[src/tsr_pkg.sv]
package tsr_pkg;

  // ==========================================
  // Bus addressing and register indexes
  localparam logic [3:0]  DEV_ADDR_HI = 4'h9;
  localparam logic [1:0]  IDX_TEMP    = 2'h0;
  localparam logic [1:0]  IDX_CFG     = 2'h1;
  localparam logic [1:0]  IDX_LOW     = 2'h2;
  localparam logic [1:0]  IDX_HIGH    = 2'h3;

  // ==========================================
  // Reset values and masks
  localparam logic [15:0] LOW_RST     = 16'h4B00;
  localparam logic [15:0] HIGH_RST    = 16'h5000;
  localparam logic [15:0] TEMP_RST    = 16'h0000;
  localparam logic [15:0] MASK_9BIT   = 16'hFF80;
  localparam logic [2:0]  FCNT_MAX    = 3'h6;

  // ==========================================
  // Timing
  localparam int          CONV_MS_9   = 25;
  localparam int          CLK_KHZ     = 100000;
  localparam int          CONV_CYC_9  = CONV_MS_9 * CLK_KHZ;

  // ==========================================
  // Types
  typedef struct packed {
    logic       req;
    logic [1:0] res;
    logic [1:0] fq;
    logic       lvl;
    logic       beh;
    logic       pd;
    logic [7:0] rsv;
  } tsr_cfg_t;

  localparam tsr_cfg_t CFG_RST = tsr_cfg_t'(16'h0000);

  typedef enum logic [8:0] {
    ST_IDLE = 9'h001,
    ST_ADDR = 9'h002,
    ST_AACK = 9'h004,
    ST_IDX  = 9'h008,
    ST_IACK = 9'h010,
    ST_WDAT = 9'h020,
    ST_WACK = 9'h040,
    ST_RDAT = 9'h080,
    ST_RACK = 9'h100
  } tsr_state_t;

  // Consecutive faults needed per depth code
  function automatic logic [2:0] fq_need(input logic [1:0] fq);
    fq_need = (fq == 2'h0) ? 3'h1 : (fq == 2'h1) ? 3'h2 : (fq == 2'h2) ? 3'h4 : 3'h6;
  endfunction

  // Kept limit bits per resolution code
  function automatic logic [15:0] res_mask(input logic [1:0] res);
    res_mask = 16'($signed(MASK_9BIT) >>> res);
  endfunction

endpackage

[src/tsr_sync.sv]
`timescale 1ns/1ns

module tsr_sync #(
  parameter int W = 1
) (
  input  wire logic         clk,
  input  wire logic         arst_n,
  input  wire logic [W-1:0] d,
  output logic      [W-1:0] q
);

  logic [W-1:0] meta_r;

  // ==========================================
  // Two-flop synchroniser
  always_ff @(posedge clk or negedge arst_n)
  begin
    if (!arst_n)
    begin
      meta_r <= '0;
      q      <= '0;
    end
    else
    begin
      meta_r <= d;
      q      <= meta_r;
    end
  end

endmodule // tsr_sync

[src/tsr_conv_timer.sv]
`timescale 1ns/1ns

module tsr_conv_timer #(
  parameter int W = 32
) (
  input  wire logic         clk,
  input  wire logic         arst_n,
  input  wire logic         start,
  input  wire logic [W-1:0] cycles,
  output logic              busy,
  output logic              done
);

  logic [W-1:0] cnt_r;

  // ==========================================
  // Conversion countdown, done pulses as busy drops
  always_ff @(posedge clk or negedge arst_n)
  begin
    if (!arst_n)
    begin
      cnt_r <= '0;
      busy  <= 1'b0;
      done  <= 1'b0;
    end
    else
    begin
      done <= 1'b0;
      if (!busy && start)
      begin
        busy  <= 1'b1;
        cnt_r <= cycles - W'(1);
      end
      else if (busy && cnt_r == '0)
      begin
        busy <= 1'b0;
        done <= 1'b1;
      end
      else if (busy)
      begin
        cnt_r <= cnt_r - W'(1);
      end
    end
  end

endmodule // tsr_conv_timer

[src/tsr_top.sv]
`timescale 1ns/1ns

module tsr_top #(
  parameter int CONV_BASE_CYC = tsr_pkg::CONV_CYC_9
) (
  input  wire logic        mclk,
  input  wire logic        arst_n,
  input  wire logic        scl_pin,
  input  wire logic        sda_pin_in,
  output logic             sda_pin_out,
  output logic             sda_pin_oe,
  input  wire logic [2:0]  pin_strapped_address_bits,
  input  wire logic [15:0] temperature_data_bits,
  input  wire logic        fault_hit,
  output logic             alert_out,
  output logic             conv_active
);
  import tsr_pkg::*;

  // ==========================================
  // Pin synchronisers and bus edges
  logic       scl_s;
  logic       sda_s;
  logic [2:0] strap_s;
  logic       scl_q_r;
  logic       sda_q_r;
  logic [1:0] strap_cnt_r;

  tsr_sync #(
    .W (5)
  ) u_sync (
    .clk    (mclk),
    .arst_n (arst_n),
    .d      ({scl_pin, sda_pin_in, pin_strapped_address_bits}),
    .q      ({scl_s, sda_s, strap_s})
  );

  always_ff @(posedge mclk or negedge arst_n)
  begin
    if (!arst_n)
    begin
      scl_q_r <= 1'b0;
      sda_q_r <= 1'b0;
    end
    else
    begin
      scl_q_r <= scl_s;
      sda_q_r <= sda_s;
    end
  end

  // Edges held off until the synchronisers show real pin levels
  wire bus_rdy   = strap_cnt_r == 2'h3;
  wire scl_rise  = bus_rdy & scl_s & ~scl_q_r;
  wire scl_fall  = bus_rdy & ~scl_s & scl_q_r;
  wire start_det = bus_rdy & scl_s & scl_q_r & sda_q_r & ~sda_s;
  wire stop_det  = bus_rdy & scl_s & scl_q_r & ~sda_q_r & sda_s;

  // ==========================================
  // Address strap capture after reset
  logic [2:0] strap_r;

  always_ff @(posedge mclk or negedge arst_n)
  begin
    if (!arst_n)
    begin
      strap_cnt_r <= 2'h0;
      strap_r     <= 3'h0;
    end
    else if (strap_cnt_r != 2'h3)
    begin
      strap_cnt_r <= strap_cnt_r + 2'h1;
      strap_r     <= strap_s;
    end
  end

  // ==========================================
  // Register state
  tsr_cfg_t    cfg_r;
  logic [15:0] low_r;
  logic [15:0] high_r;
  logic [15:0] temp_r;
  logic [1:0]  idx_r;

  // ==========================================
  // Serial engine state
  tsr_state_t  state_r;
  logic [3:0]  cnt_r;
  logic [7:0]  sh_r;
  logic [7:0]  hold_r;
  logic [7:0]  tx_r;
  logic [1:0]  nb_r;
  logic        rw_r;
  logic        ackon_r;
  logic        aph_r;
  logic        drive_r;
  logic        hi_r;

  // ==========================================
  // Decode and selection
  wire [7:0]  byte_in  = {sh_r[6:0], sda_s};
  wire        byte_end = scl_rise && cnt_r == 4'h7;
  wire        addr_hit = byte_in[7:1] == {DEV_ADDR_HI, strap_r};
  wire [15:0] mask     = res_mask(cfg_r.res);
  wire [15:0] cfg_rd   = {1'b0, cfg_r.res, cfg_r.fq, cfg_r.lvl, cfg_r.beh, cfg_r.pd, 8'h00};
  wire [15:0] rd_word  = (idx_r == IDX_TEMP) ? temp_r :
                         (idx_r == IDX_CFG)  ? cfg_rd :
                         (idx_r == IDX_LOW)  ? (low_r & mask) : (high_r & mask);
  wire        in_wdat  = byte_end && state_r == ST_WDAT;
  wire        cfg_wr   = in_wdat && idx_r == IDX_CFG && nb_r == 2'h0;
  wire        lim_wr   = in_wdat && idx_r[1] && nb_r == 2'h1;
  wire [15:0] wr_word  = {hold_r, byte_in} & mask;
  wire        low_wr   = lim_wr && idx_r == IDX_LOW;
  wire        high_wr  = lim_wr && idx_r == IDX_HIGH;
  wire        lim_chg  = (low_wr && wr_word != low_r) || (high_wr && wr_word != high_r);
  wire        rd_start = scl_fall && state_r == ST_AACK && aph_r && rw_r;

  // ==========================================
  // Conversion control
  logic        conv_busy;
  logic        conv_done;
  wire  [31:0] conv_cyc = 32'(CONV_BASE_CYC) << cfg_r.res;
  wire         conv_go  = ~conv_done & (~cfg_r.pd | cfg_r.req);
  // request accepted only when idle and down
  wire         req_set  = cfg_wr & byte_in[7] & cfg_r.pd & ~conv_busy;

  tsr_conv_timer #(
    .W (32)
  ) u_timer (
    .clk    (mclk),
    .arst_n (arst_n),
    .start  (conv_go),
    .cycles (conv_cyc),
    .busy   (conv_busy),
    .done   (conv_done)
  );

  assign conv_active = conv_busy;

  // ==========================================
  // Mode control register
  always_ff @(posedge mclk or negedge arst_n)
  begin
    if (!arst_n)
    begin
      cfg_r <= CFG_RST;
    end
    else
    begin
      // clear after one-shot, new set wins
      cfg_r.req <= (cfg_r.req & ~conv_done) | req_set;
      if (cfg_wr)
      begin
        cfg_r.res <= byte_in[6:5];
        cfg_r.fq  <= byte_in[4:3];
        cfg_r.lvl <= byte_in[2];
        cfg_r.beh <= byte_in[1];
        // pd only blocks the next start
        cfg_r.pd  <= byte_in[0];
      end
    end
  end

  // ==========================================
  // Limit and temperature registers
  always_ff @(posedge mclk or negedge arst_n)
  begin
    if (!arst_n)
    begin
      low_r  <= LOW_RST;
      high_r <= HIGH_RST;
      temp_r <= TEMP_RST;
    end
    else
    begin
      if (low_wr)
      begin
        low_r <= wr_word;
      end
      if (high_wr)
      begin
        high_r <= wr_word;
      end
      // result stored at end of conversion
      if (conv_done)
      begin
        temp_r <= temperature_data_bits & mask;
      end
    end
  end

  // ==========================================
  // Fault counter and alarm
  logic [2:0] fcnt_r;
  logic       alarm_r;
  logic       alert_r;

  wire [2:0] fcnt_inc = (fcnt_r == FCNT_MAX) ? FCNT_MAX : fcnt_r + 3'h1;
  wire       trip     = fault_hit && fcnt_inc >= fq_need(cfg_r.fq);

  always_ff @(posedge mclk or negedge arst_n)
  begin
    if (!arst_n)
    begin
      fcnt_r  <= 3'h0;
      alarm_r <= 1'b0;
      alert_r <= 1'b1;
    end
    else
    begin
      if (lim_chg)
      begin
        fcnt_r <= 3'h0;
      end
      else if (conv_done)
      begin
        fcnt_r <= fault_hit ? fcnt_inc : 3'h0;
      end
      if (!cfg_r.beh && conv_done)
      begin
        alarm_r <= trip;
      end
      else if (cfg_r.beh && conv_done && trip)
      begin
        alarm_r <= 1'b1;
      end
      else if (cfg_r.beh && rd_start)
      begin
        alarm_r <= 1'b0;
      end
      alert_r <= cfg_r.lvl ? alarm_r : ~alarm_r;
    end
  end

  assign alert_out = alert_r;

  // ==========================================
  // Serial slave engine
  always_ff @(posedge mclk or negedge arst_n)
  begin
    if (!arst_n)
    begin
      state_r <= ST_IDLE;
      cnt_r   <= 4'h0;
      sh_r    <= 8'h00;
      hold_r  <= 8'h00;
      tx_r    <= 8'h00;
      nb_r    <= 2'h0;
      rw_r    <= 1'b0;
      ackon_r <= 1'b0;
      aph_r   <= 1'b0;
      drive_r <= 1'b0;
      hi_r    <= 1'b1;
      idx_r   <= IDX_TEMP;
    end
    else if (start_det)
    begin
      state_r <= ST_ADDR;
      cnt_r   <= 4'h0;
      nb_r    <= 2'h0;
      aph_r   <= 1'b0;
      drive_r <= 1'b0;
    end
    else if (stop_det)
    begin
      state_r <= ST_IDLE;
      aph_r   <= 1'b0;
      drive_r <= 1'b0;
    end
    else if (scl_rise)
    begin
      cnt_r <= cnt_r + 4'h1;
      sh_r  <= byte_in;
      unique case (state_r)
        ST_ADDR:
          if (cnt_r == 4'h7)
          begin
            ackon_r <= addr_hit;
            rw_r    <= sda_s;
            state_r <= addr_hit ? ST_AACK : ST_IDLE;
          end
        ST_IDX:
          if (cnt_r == 4'h7)
          begin
            idx_r   <= byte_in[1:0];
            ackon_r <= 1'b1;
            state_r <= ST_IACK;
          end
        ST_WDAT:
          if (cnt_r == 4'h7)
          begin
            // Temperature register is read-only
            ackon_r <= idx_r != IDX_TEMP;
            if (nb_r != 2'h2)
            begin
              nb_r <= nb_r + 2'h1;
            end
            if (nb_r == 2'h0)
            begin
              hold_r <= byte_in;
            end
            state_r <= ST_WACK;
          end
        ST_RDAT:
          if (cnt_r == 4'h7)
          begin
            state_r <= ST_RACK;
          end
        ST_RACK:
          if (sda_s)
          begin
            state_r <= ST_IDLE;
          end
          else
          begin
            // ACK after lower byte wraps to upper
            state_r <= ST_RDAT;
            cnt_r   <= 4'h0;
            tx_r    <= hi_r ? rd_word[15:8] : rd_word[7:0];
            hi_r    <= ~hi_r;
          end
        default:
        begin
        end
      endcase
    end
    else if (scl_fall)
    begin
      unique case (state_r)
        ST_AACK, ST_IACK, ST_WACK:
          if (!aph_r)
          begin
            aph_r   <= 1'b1;
            drive_r <= ackon_r;
          end
          else
          begin
            aph_r   <= 1'b0;
            cnt_r   <= 4'h0;
            drive_r <= 1'b0;
            if (state_r == ST_AACK && rw_r)
            begin
              state_r <= ST_RDAT;
              drive_r <= ~rd_word[15];
              tx_r    <= {rd_word[14:8], 1'b0};
              hi_r    <= 1'b0;
            end
            else
            begin
              state_r <= (state_r == ST_AACK) ? ST_IDX : ST_WDAT;
            end
          end
        ST_RDAT:
        begin
          drive_r <= ~tx_r[7];
          tx_r    <= {tx_r[6:0], 1'b0};
        end
        ST_RACK:
          drive_r <= 1'b0;
        default:
        begin
        end
      endcase
    end
  end

  // ==========================================
  // Open-drain data pin
  assign sda_pin_out = 1'b0;
  assign sda_pin_oe  = drive_r;

endmodule // tsr_top

[config.mk]
export PLATFORM = sky130hd
export DESIGN_NAME = tsr_top
export DESIGN_NICKNAME = d
export VERILOG_FILES = /design/src/tsr_pkg.sv /design/src/tsr_sync.sv /design/src/tsr_conv_timer.sv /design/src/tsr_top.sv
export SDC_FILE = /design/constraint.sdc
export NUM_CORES = 1
export LEC_CHECK = 0
export BUFFER_PORTS_ARGS = -buffer_cell sky130_fd_sc_hd__buf_2
export CAP_MARGIN = 0
export CORE_MARGIN = 1.5
export CORE_UTILIZATION = 50
export CTS_CLUSTER_DIAMETER = 80
export DETAILED_ROUTE_END_ITERATION = 10
export PLACE_DENSITY = 0.67
export RECOVER_POWER = 50
export SYNTH_ARGS = -nofsm -noshare
export SYNTH_HDL_FRONTEND = slang
export SYNTH_SLANG_ARGS = --single-unit
[constraint.sdc]
create_clock -name mclk -period 5.3 [get_ports mclk]
set_clock_uncertainty 0.1 [all_clocks]
set_input_delay 0.795 -clock mclk [delete_from_list [all_inputs] [get_ports mclk]]
set_output_delay 0.795 -clock mclk [all_outputs]
set_load 0.02 [all_outputs]
==> After elaboration in Yosys (flattened, before gate mapping) <==
Cells that the tools add are included.
Widths: inputs -> output; s select.
{ "word_totals": {"register_bits": 157, "latchBits": 0, "ram_bits": 0, "mem_bits_ro": 0, "in_bits": 24, "out_inout_bits": 4, "wordCells": 260, "n_memories": 0} }
{ "op_classes": {"add_sub_neg": 6, "n_mul": 0, "div": 0, "n_lt_le_gt_ge": 1, "eq_ne": 37, "shifts": 2, "mux": 82, "n_bitwise": 33, "n_reduce_logical": 66} }
{ "op_table": {"columns": ["operator", "count"], "rows": [
  ["$mux 32", 3],
  ["$mux 9", 10],
  ["$mux 8", 9],
  ["$and 16x16->16", 4],
  ["$sub 32x1->32 const B", 2],
  ["$mux 16", 3],
  ["$pmux 9 s5", 1],
  ["$logic_not 32->1", 1],
  ["$mux 4", 8],
  ["$ne 16x16->1", 2],
  ["$shl 22x2->32 const A", 1],
  ["$mux 1", 30],
  ["$reduce_and 8->1", 3],
  ["$reduce_bool 2->1", 12],
  ["$reduce_bool 3->1", 8],
  ["$logic_and 1x1->1", 21],
  ["$mux 3", 7],
  ["$pmux 8 s2", 1],
  ["$sshr 8x2->16 const A", 1],
  ["$ne 5x5->1 const B", 3],
  ["$reduce_and 5->1", 3],
  ["$and 1x1->1", 14],
  ["$mux 2", 7],
  ["$not 1->1", 13],
  ["other kinds (37)", 60]
]} }

==> Logic depth before layout (Yosys ltp) <==
{ "depth": {"ltp_word": 13, "mapped_depth": 10, "depth_no_buf": 9} }

==> By module <==
From an unflattened synthesis, not the netlist that was laid out.
{ "hier_totals": {"cells_unflattened": 858, "hier_area_um2": 8803.4} }
{ "by_module_without_submodules": {"columns": ["mod", "n_inst", "cells_per_inst", "area_each_um2", "seq_area_each_um2"], "rows": [
  ["tsr_top", 1, 482, 5574.1, 2538.7],
  ["tsr_conv_timer", 1, 366, 2979.1, 850.8],
  ["tsr_sync", 1, 10, 250.2, 250.2]
]} }

==> Worst setup path after synthesis <==
OpenSTA, ideal clock, no wires.
{ "synth_path": {"path_type": "register -> register", "start": "reg state_r[2]", "end": "reg state_r[2]", "setup_time_ns": 0.125, "t_arrival_ns": 2.654, "t_required_ns": 5.075, "path_slack_ns": 2.421, "path_stages_with_launch": 8, "n_path_buf": 1, "synth_period_minus_slack_ns": 2.879, "path_cell_list": "dfrtp_1 or4_1 buf_2 or2_1 or3_1 o2bb2ai_1 a311oi_4 mux2_2"} }
{ "synth_between": {"elab_chain_cells": 9, "word_cells_on_any_way": 25, "cone_classes": "eq/ne (13); mux (8); reduce/logical (4)"} }
{ "synth_rtl": {"columns": ["element", "line_no", "text"], "rows": [
  ["start, declared", "tsr_top.sv:87", "tsr_state_t state_r;"],
  ["start signal, assigned", "tsr_top.sv:280", "state_r <= addr_hit ? ST_AACK : ST_IDLE;"],
  ["start signal, assigned", "tsr_top.sv:350", "state_r <= (state_r == ST_AACK) ? ST_IDX : ST_WDAT;"],
  ["$eq 9x3->1", "tsr_top.sv:329, tsr_top.sv:341", null],
  ["$logic_and 1x1->1", "tsr_top.sv:341", "if (state_r == ST_AACK && rw_r)"],
  ["$mux 8", "tsr_top.sv:341", null],
  ["$mux 9", "tsr_top.sv:331", "if (!aph_r)"],
  ["$mux 9", "tsr_top.sv:329", "unique case (state_r)"],
  ["$mux 9", "tsr_top.sv:327", "else if (scl_fall)"],
  ["$mux 9", "tsr_top.sv:270", "else if (scl_rise)"],
  ["$mux 9", "tsr_top.sv:264", "else if (stop_det)"],
  ["$mux 9", "tsr_top.sv:256", "else if (start_det)"]
]} }
Several ways; a longest one is shown, not always the timed one. The select of a mux whose other input is x is not followed.
A chain may end at the register's enable or synchronous reset.

==> Worst setup path after layout <==
{ "layout_path": {"start": "reg cfg_r[14] in the netlist's numbering", "end": "reg u_timer.cnt_r[26]"} }
{ "layout_between": {"elab_chain_cells": 3} }
{ "layout_rtl": {"columns": ["element", "line_no", "text"], "rows": [
  ["start, declared", "tsr_top.sv:79", "tsr_cfg_t cfg_r;"],
  ["$shl 22x2->32", "tsr_top.sv:122", "wire [31:0] conv_cyc = 32'(CONV_BASE_CYC) << cfg_r.res;"],
  ["$sub 32x1->32", "tsr_conv_timer.sv:32", "cnt_r <= cycles - W'(1);"],
  ["$mux 32", "tsr_conv_timer.sv:29", "if (!busy && start)"],
  ["end signal, assigned", "tsr_conv_timer.sv:32", null],
  ["end signal, assigned", "tsr_conv_timer.sv:41", "cnt_r <= cnt_r - W'(1);"],
  ["end, declared", "tsr_conv_timer.sv:14", "logic [W-1:0] cnt_r;"]
]} }
Every way passes these cells.

==> impl_metrics.csv <==
group,metric,value,unit
hold_path,hp-class,"flip-flop to flip-flop",
synth,yosys_most_used_dff,"dfrtp_1",
sta,hold_viol,0,
synth,synth-seq-cells,145,
synth,syn_area_per_cell,10.3,sq um
global_routing,grt_max_degree,104,
global_routing,grt_util_all_layers,0.238,
critical_path,end_kind,"flip-flop",
synth,yosys_warnings,0,
pwr,switchingPower,715,uW
placed_design,port_buffers,22,
clocking,cts-root-buf,"clkbuf_16",
final_layout,drive_gt1_frac,0.192,
synth,syn-cell-area,7600,sq um
sta,tns,0,ns
critical_path,critPathLaunchType,"flip-flop",
final_layout,final_cell_mix,"136 x dfrtp_1, 84 x nand2_1, 61 x mux2_2",
clocking,post_cts_buffers,0,
clocking,cts_htree_levels,4,
sta,holdWs,0.246,ns
sta,drv_slew,104,
floorplanning,dieArea,16000,sq um
route,vias_per_cell,6.02,
sta,timing.final.crit_period,3.77,ns
clocking,path_clk_slew,0.06,ns
floorplanning,std_cell_rows,44,
clocking,cts_resized,0,
synth,syn_nets,774,
final_layout,layout_commonest_cell,"dfrtp_1",
final_layout,nets,788,
placed_design,hpwl,12.3,mm
pwr,p_leak,0.00373,uW
route,first_pass_iters,7,
floorplanning,fp.dieH,126,um
synth,async_flop_share,1.00,
pwr,switching_share,0.254,
sta,finalSetupViolCount,0,
global_routing,grt_overflow,0,
floorplanning,fp.dieW,126,um
pwr,ir_worst_vdd,0.000277,V
global_routing,grt_pass1_wl,29.7,mm
route,drc_errors,0,
critical_path,arrival,3.98,ns
floorplanning,core_area,14700,sq um
sta,max_slew_margin,-0.719,
route,antenna_left,0,
critical_path,cp_max_fo,10,
clocking,ctsHoldBuffers,0,
global_routing,grt_pass1_vias,5792,
pwr,p_clk_frac,0.443,
route,num_vias,5693,
job,maxCapViolations,1,
critical_path,critPathKind,"flip-flop to flip-flop",
critical_path,crit_required,5.51,ns
placed_design,routabilityCongestion,0.867,
run_status,outcome,"finished, violations left",
placed_design,place_area,7860,sq um
sta,fin_crit_sh,0.711,
clocking,clockBufferDepth,2,
clocking,tritoncts,"built",
pwr,power.density,332,nW/um^2
synth,synth_edf_count,0,
clocking,numCtsBuffers,17,
sta,timing.fmax,0.265,GHz
pwr,intPower,2100,uW
global_routing,antenna_found_initial,0,
run_status,violations,"max-capacitance violations, max-slew violations",
pwr,pwr-share-seq,0.443,
route,drtIter0Drc,446,
pwr,power_frac_comb,0.115,
route,routed_wl,17.7,mm
sta,rsz0062_at_grt,"no",
final_layout,diodes,0,
floorplanning,io_pins,28,
route,wl_per_cell,18.7,um
clocking,cts_sinks,145,
synth,netlist_instances,735,
floorplanning,start_util,0.517,
synth,synth_cell_type_count,69,
final_layout,syn2layout_area_growth,11.3,%
final_layout,fin_area,8460,sq um
clocking,insertion_delay,0.43,ns
synth,ys_seq_area_frac,0.479,
sta,tightest_slew,2.58,ns
-- metal layers --
| layer | track usage | vias up | wire, um |
|---|---|---|---|
| li1 | - | 2684 | - |
| met1 | 0.324 | 2847 | 8280 |
| met2 | 0.374 | 135 | 8270 |
| met3 | 0.0472 | 27 | 707 |
| met4 | 0.103 | 0 | 449 |
| met5 | 0 | - | 0 |
-- power groups by stage --
stage               combinational [uW]  sequential (uW)  clock, uW
floorplan                          257             1230          0
finish                             322             1240       1240
global route                       365             1260       1310
global placement                   318             1260          0
CTS                                325             1240       1260
detailed placement                 325             1260          0
-- metrics by stage --
stage | setup slack (ns) | utilization | power, uW | instances
after floorplan | 2.42 | - | 1490 | 735
after global placement | 1.73 | 0.535 | 1570 | 914
after detailed placement | 1.65 | 0.535 | 1590 | 914
after CTS | 1.62 | 0.576 | 2830 | 946
after global routing | 1.22 | 0.576 | 2930 | 946
final | 1.53 | 0.576 | 2810 | 946
-- cells in the mapped netlist (all sizes together), types with 8 or more instances --
master / n / area, sq um
xor2: 17 / 149
nor3: 21 / 105
mux2: 62 / 698
o21ai: 41 / 205
nand4: 8 / 56.3
dfrtp: 136 / 3400
o31ai: 8 / 60.1
nor2: 57 / 216
ha: 15 / 188
dfstp: 9 / 236
mux2i: 14 / 140
nor4: 14 / 93.8
nand3: 20 / 100
a21oi: 23 / 115
clkbuf: 28 / 105
nand2: 84 / 315
nand2b: 10 / 62.6
or3: 10 / 62.6
xnor2: 20 / 175
inv: 18 / 67.6
-- sequential cells by signal, summed over array words and instances (netlist names), 2 cells and up --
| name | cells |
|---|---|
| u_sync.meta_r | 5 |
| state_r | 9 |
| sh_r | 7 |
| tx_r | 8 |
| temp_r | 12 |
| cfg_r | 8 |
| idx_r | 2 |
| hold_r | 8 |
| high_r | 12 |
| u_timer.cnt_r | 32 |
| cnt_r | 4 |
| nb_r | 2 |
| u_sync.q | 5 |
| strap_cnt_r | 2 |
| strap_r | 3 |
| low_r | 12 |
| fcnt_r | 3 |
-- cell families (layout without fill, tap and decap cells) --
| logic type | after synthesis | count (layout) | share of synthesized area |
|---|---|---|---|
| fa+ha+maj | 15 | 15 | 0.0247 |
| buf+inv | 50 | 77 | 0.0255 |
| compound gates | 125 | 125 | 0.108 |
| simple gates | 279 | 279 | 0.189 |
| flops | 145 | 145 | 0.479 |
| xor+xnor | 37 | 37 | 0.0426 |
| other cells | 1 | 1 | 0.000493 |
| mux | 83 | 83 | 0.131 |
-- cell type report --
cell class,instances,area [sq um]
repair buffers,27,144
multi-input cells,540,3770
inverters,18,67.6
flip-flops and latches,145,3640
well taps,184,230
clock buffers,21,450
fillers,1252,6240
clock inverters,11,161
-- path summary, 6_finish.rpt --
kind	from	endpoint	slack (ns)	cells after the start
worst min register to register	u_sync.meta_r[4]	u_sync.q[4]	0.25	0
min in group asynchronous	arst_n	low_r[4]	1.04	1
worst max-delay path	cfg_r[14]	u_timer.cnt_r[26]	1.53	7
worst max register to register	cfg_r[14]	u_timer.cnt_r[26]	1.53	7
worst min-delay path	u_sync.meta_r[4]	u_sync.q[4]	0.25	0
max in group asynchronous	arst_n	fcnt_r[1]	1.92	2
-- critical path: stages, from the launching register on --
cell and delay [ns]:
dfrtp_1 0.58, inv_1 0.17, ha_1 0.40, a2111oi_0 0.98, o2bb2ai_1 0.33, nor3b_1 0.60
nand3b_1 0.20, a31o_2 0.29
Note: power is estimated with default switching activity, not from simulation.
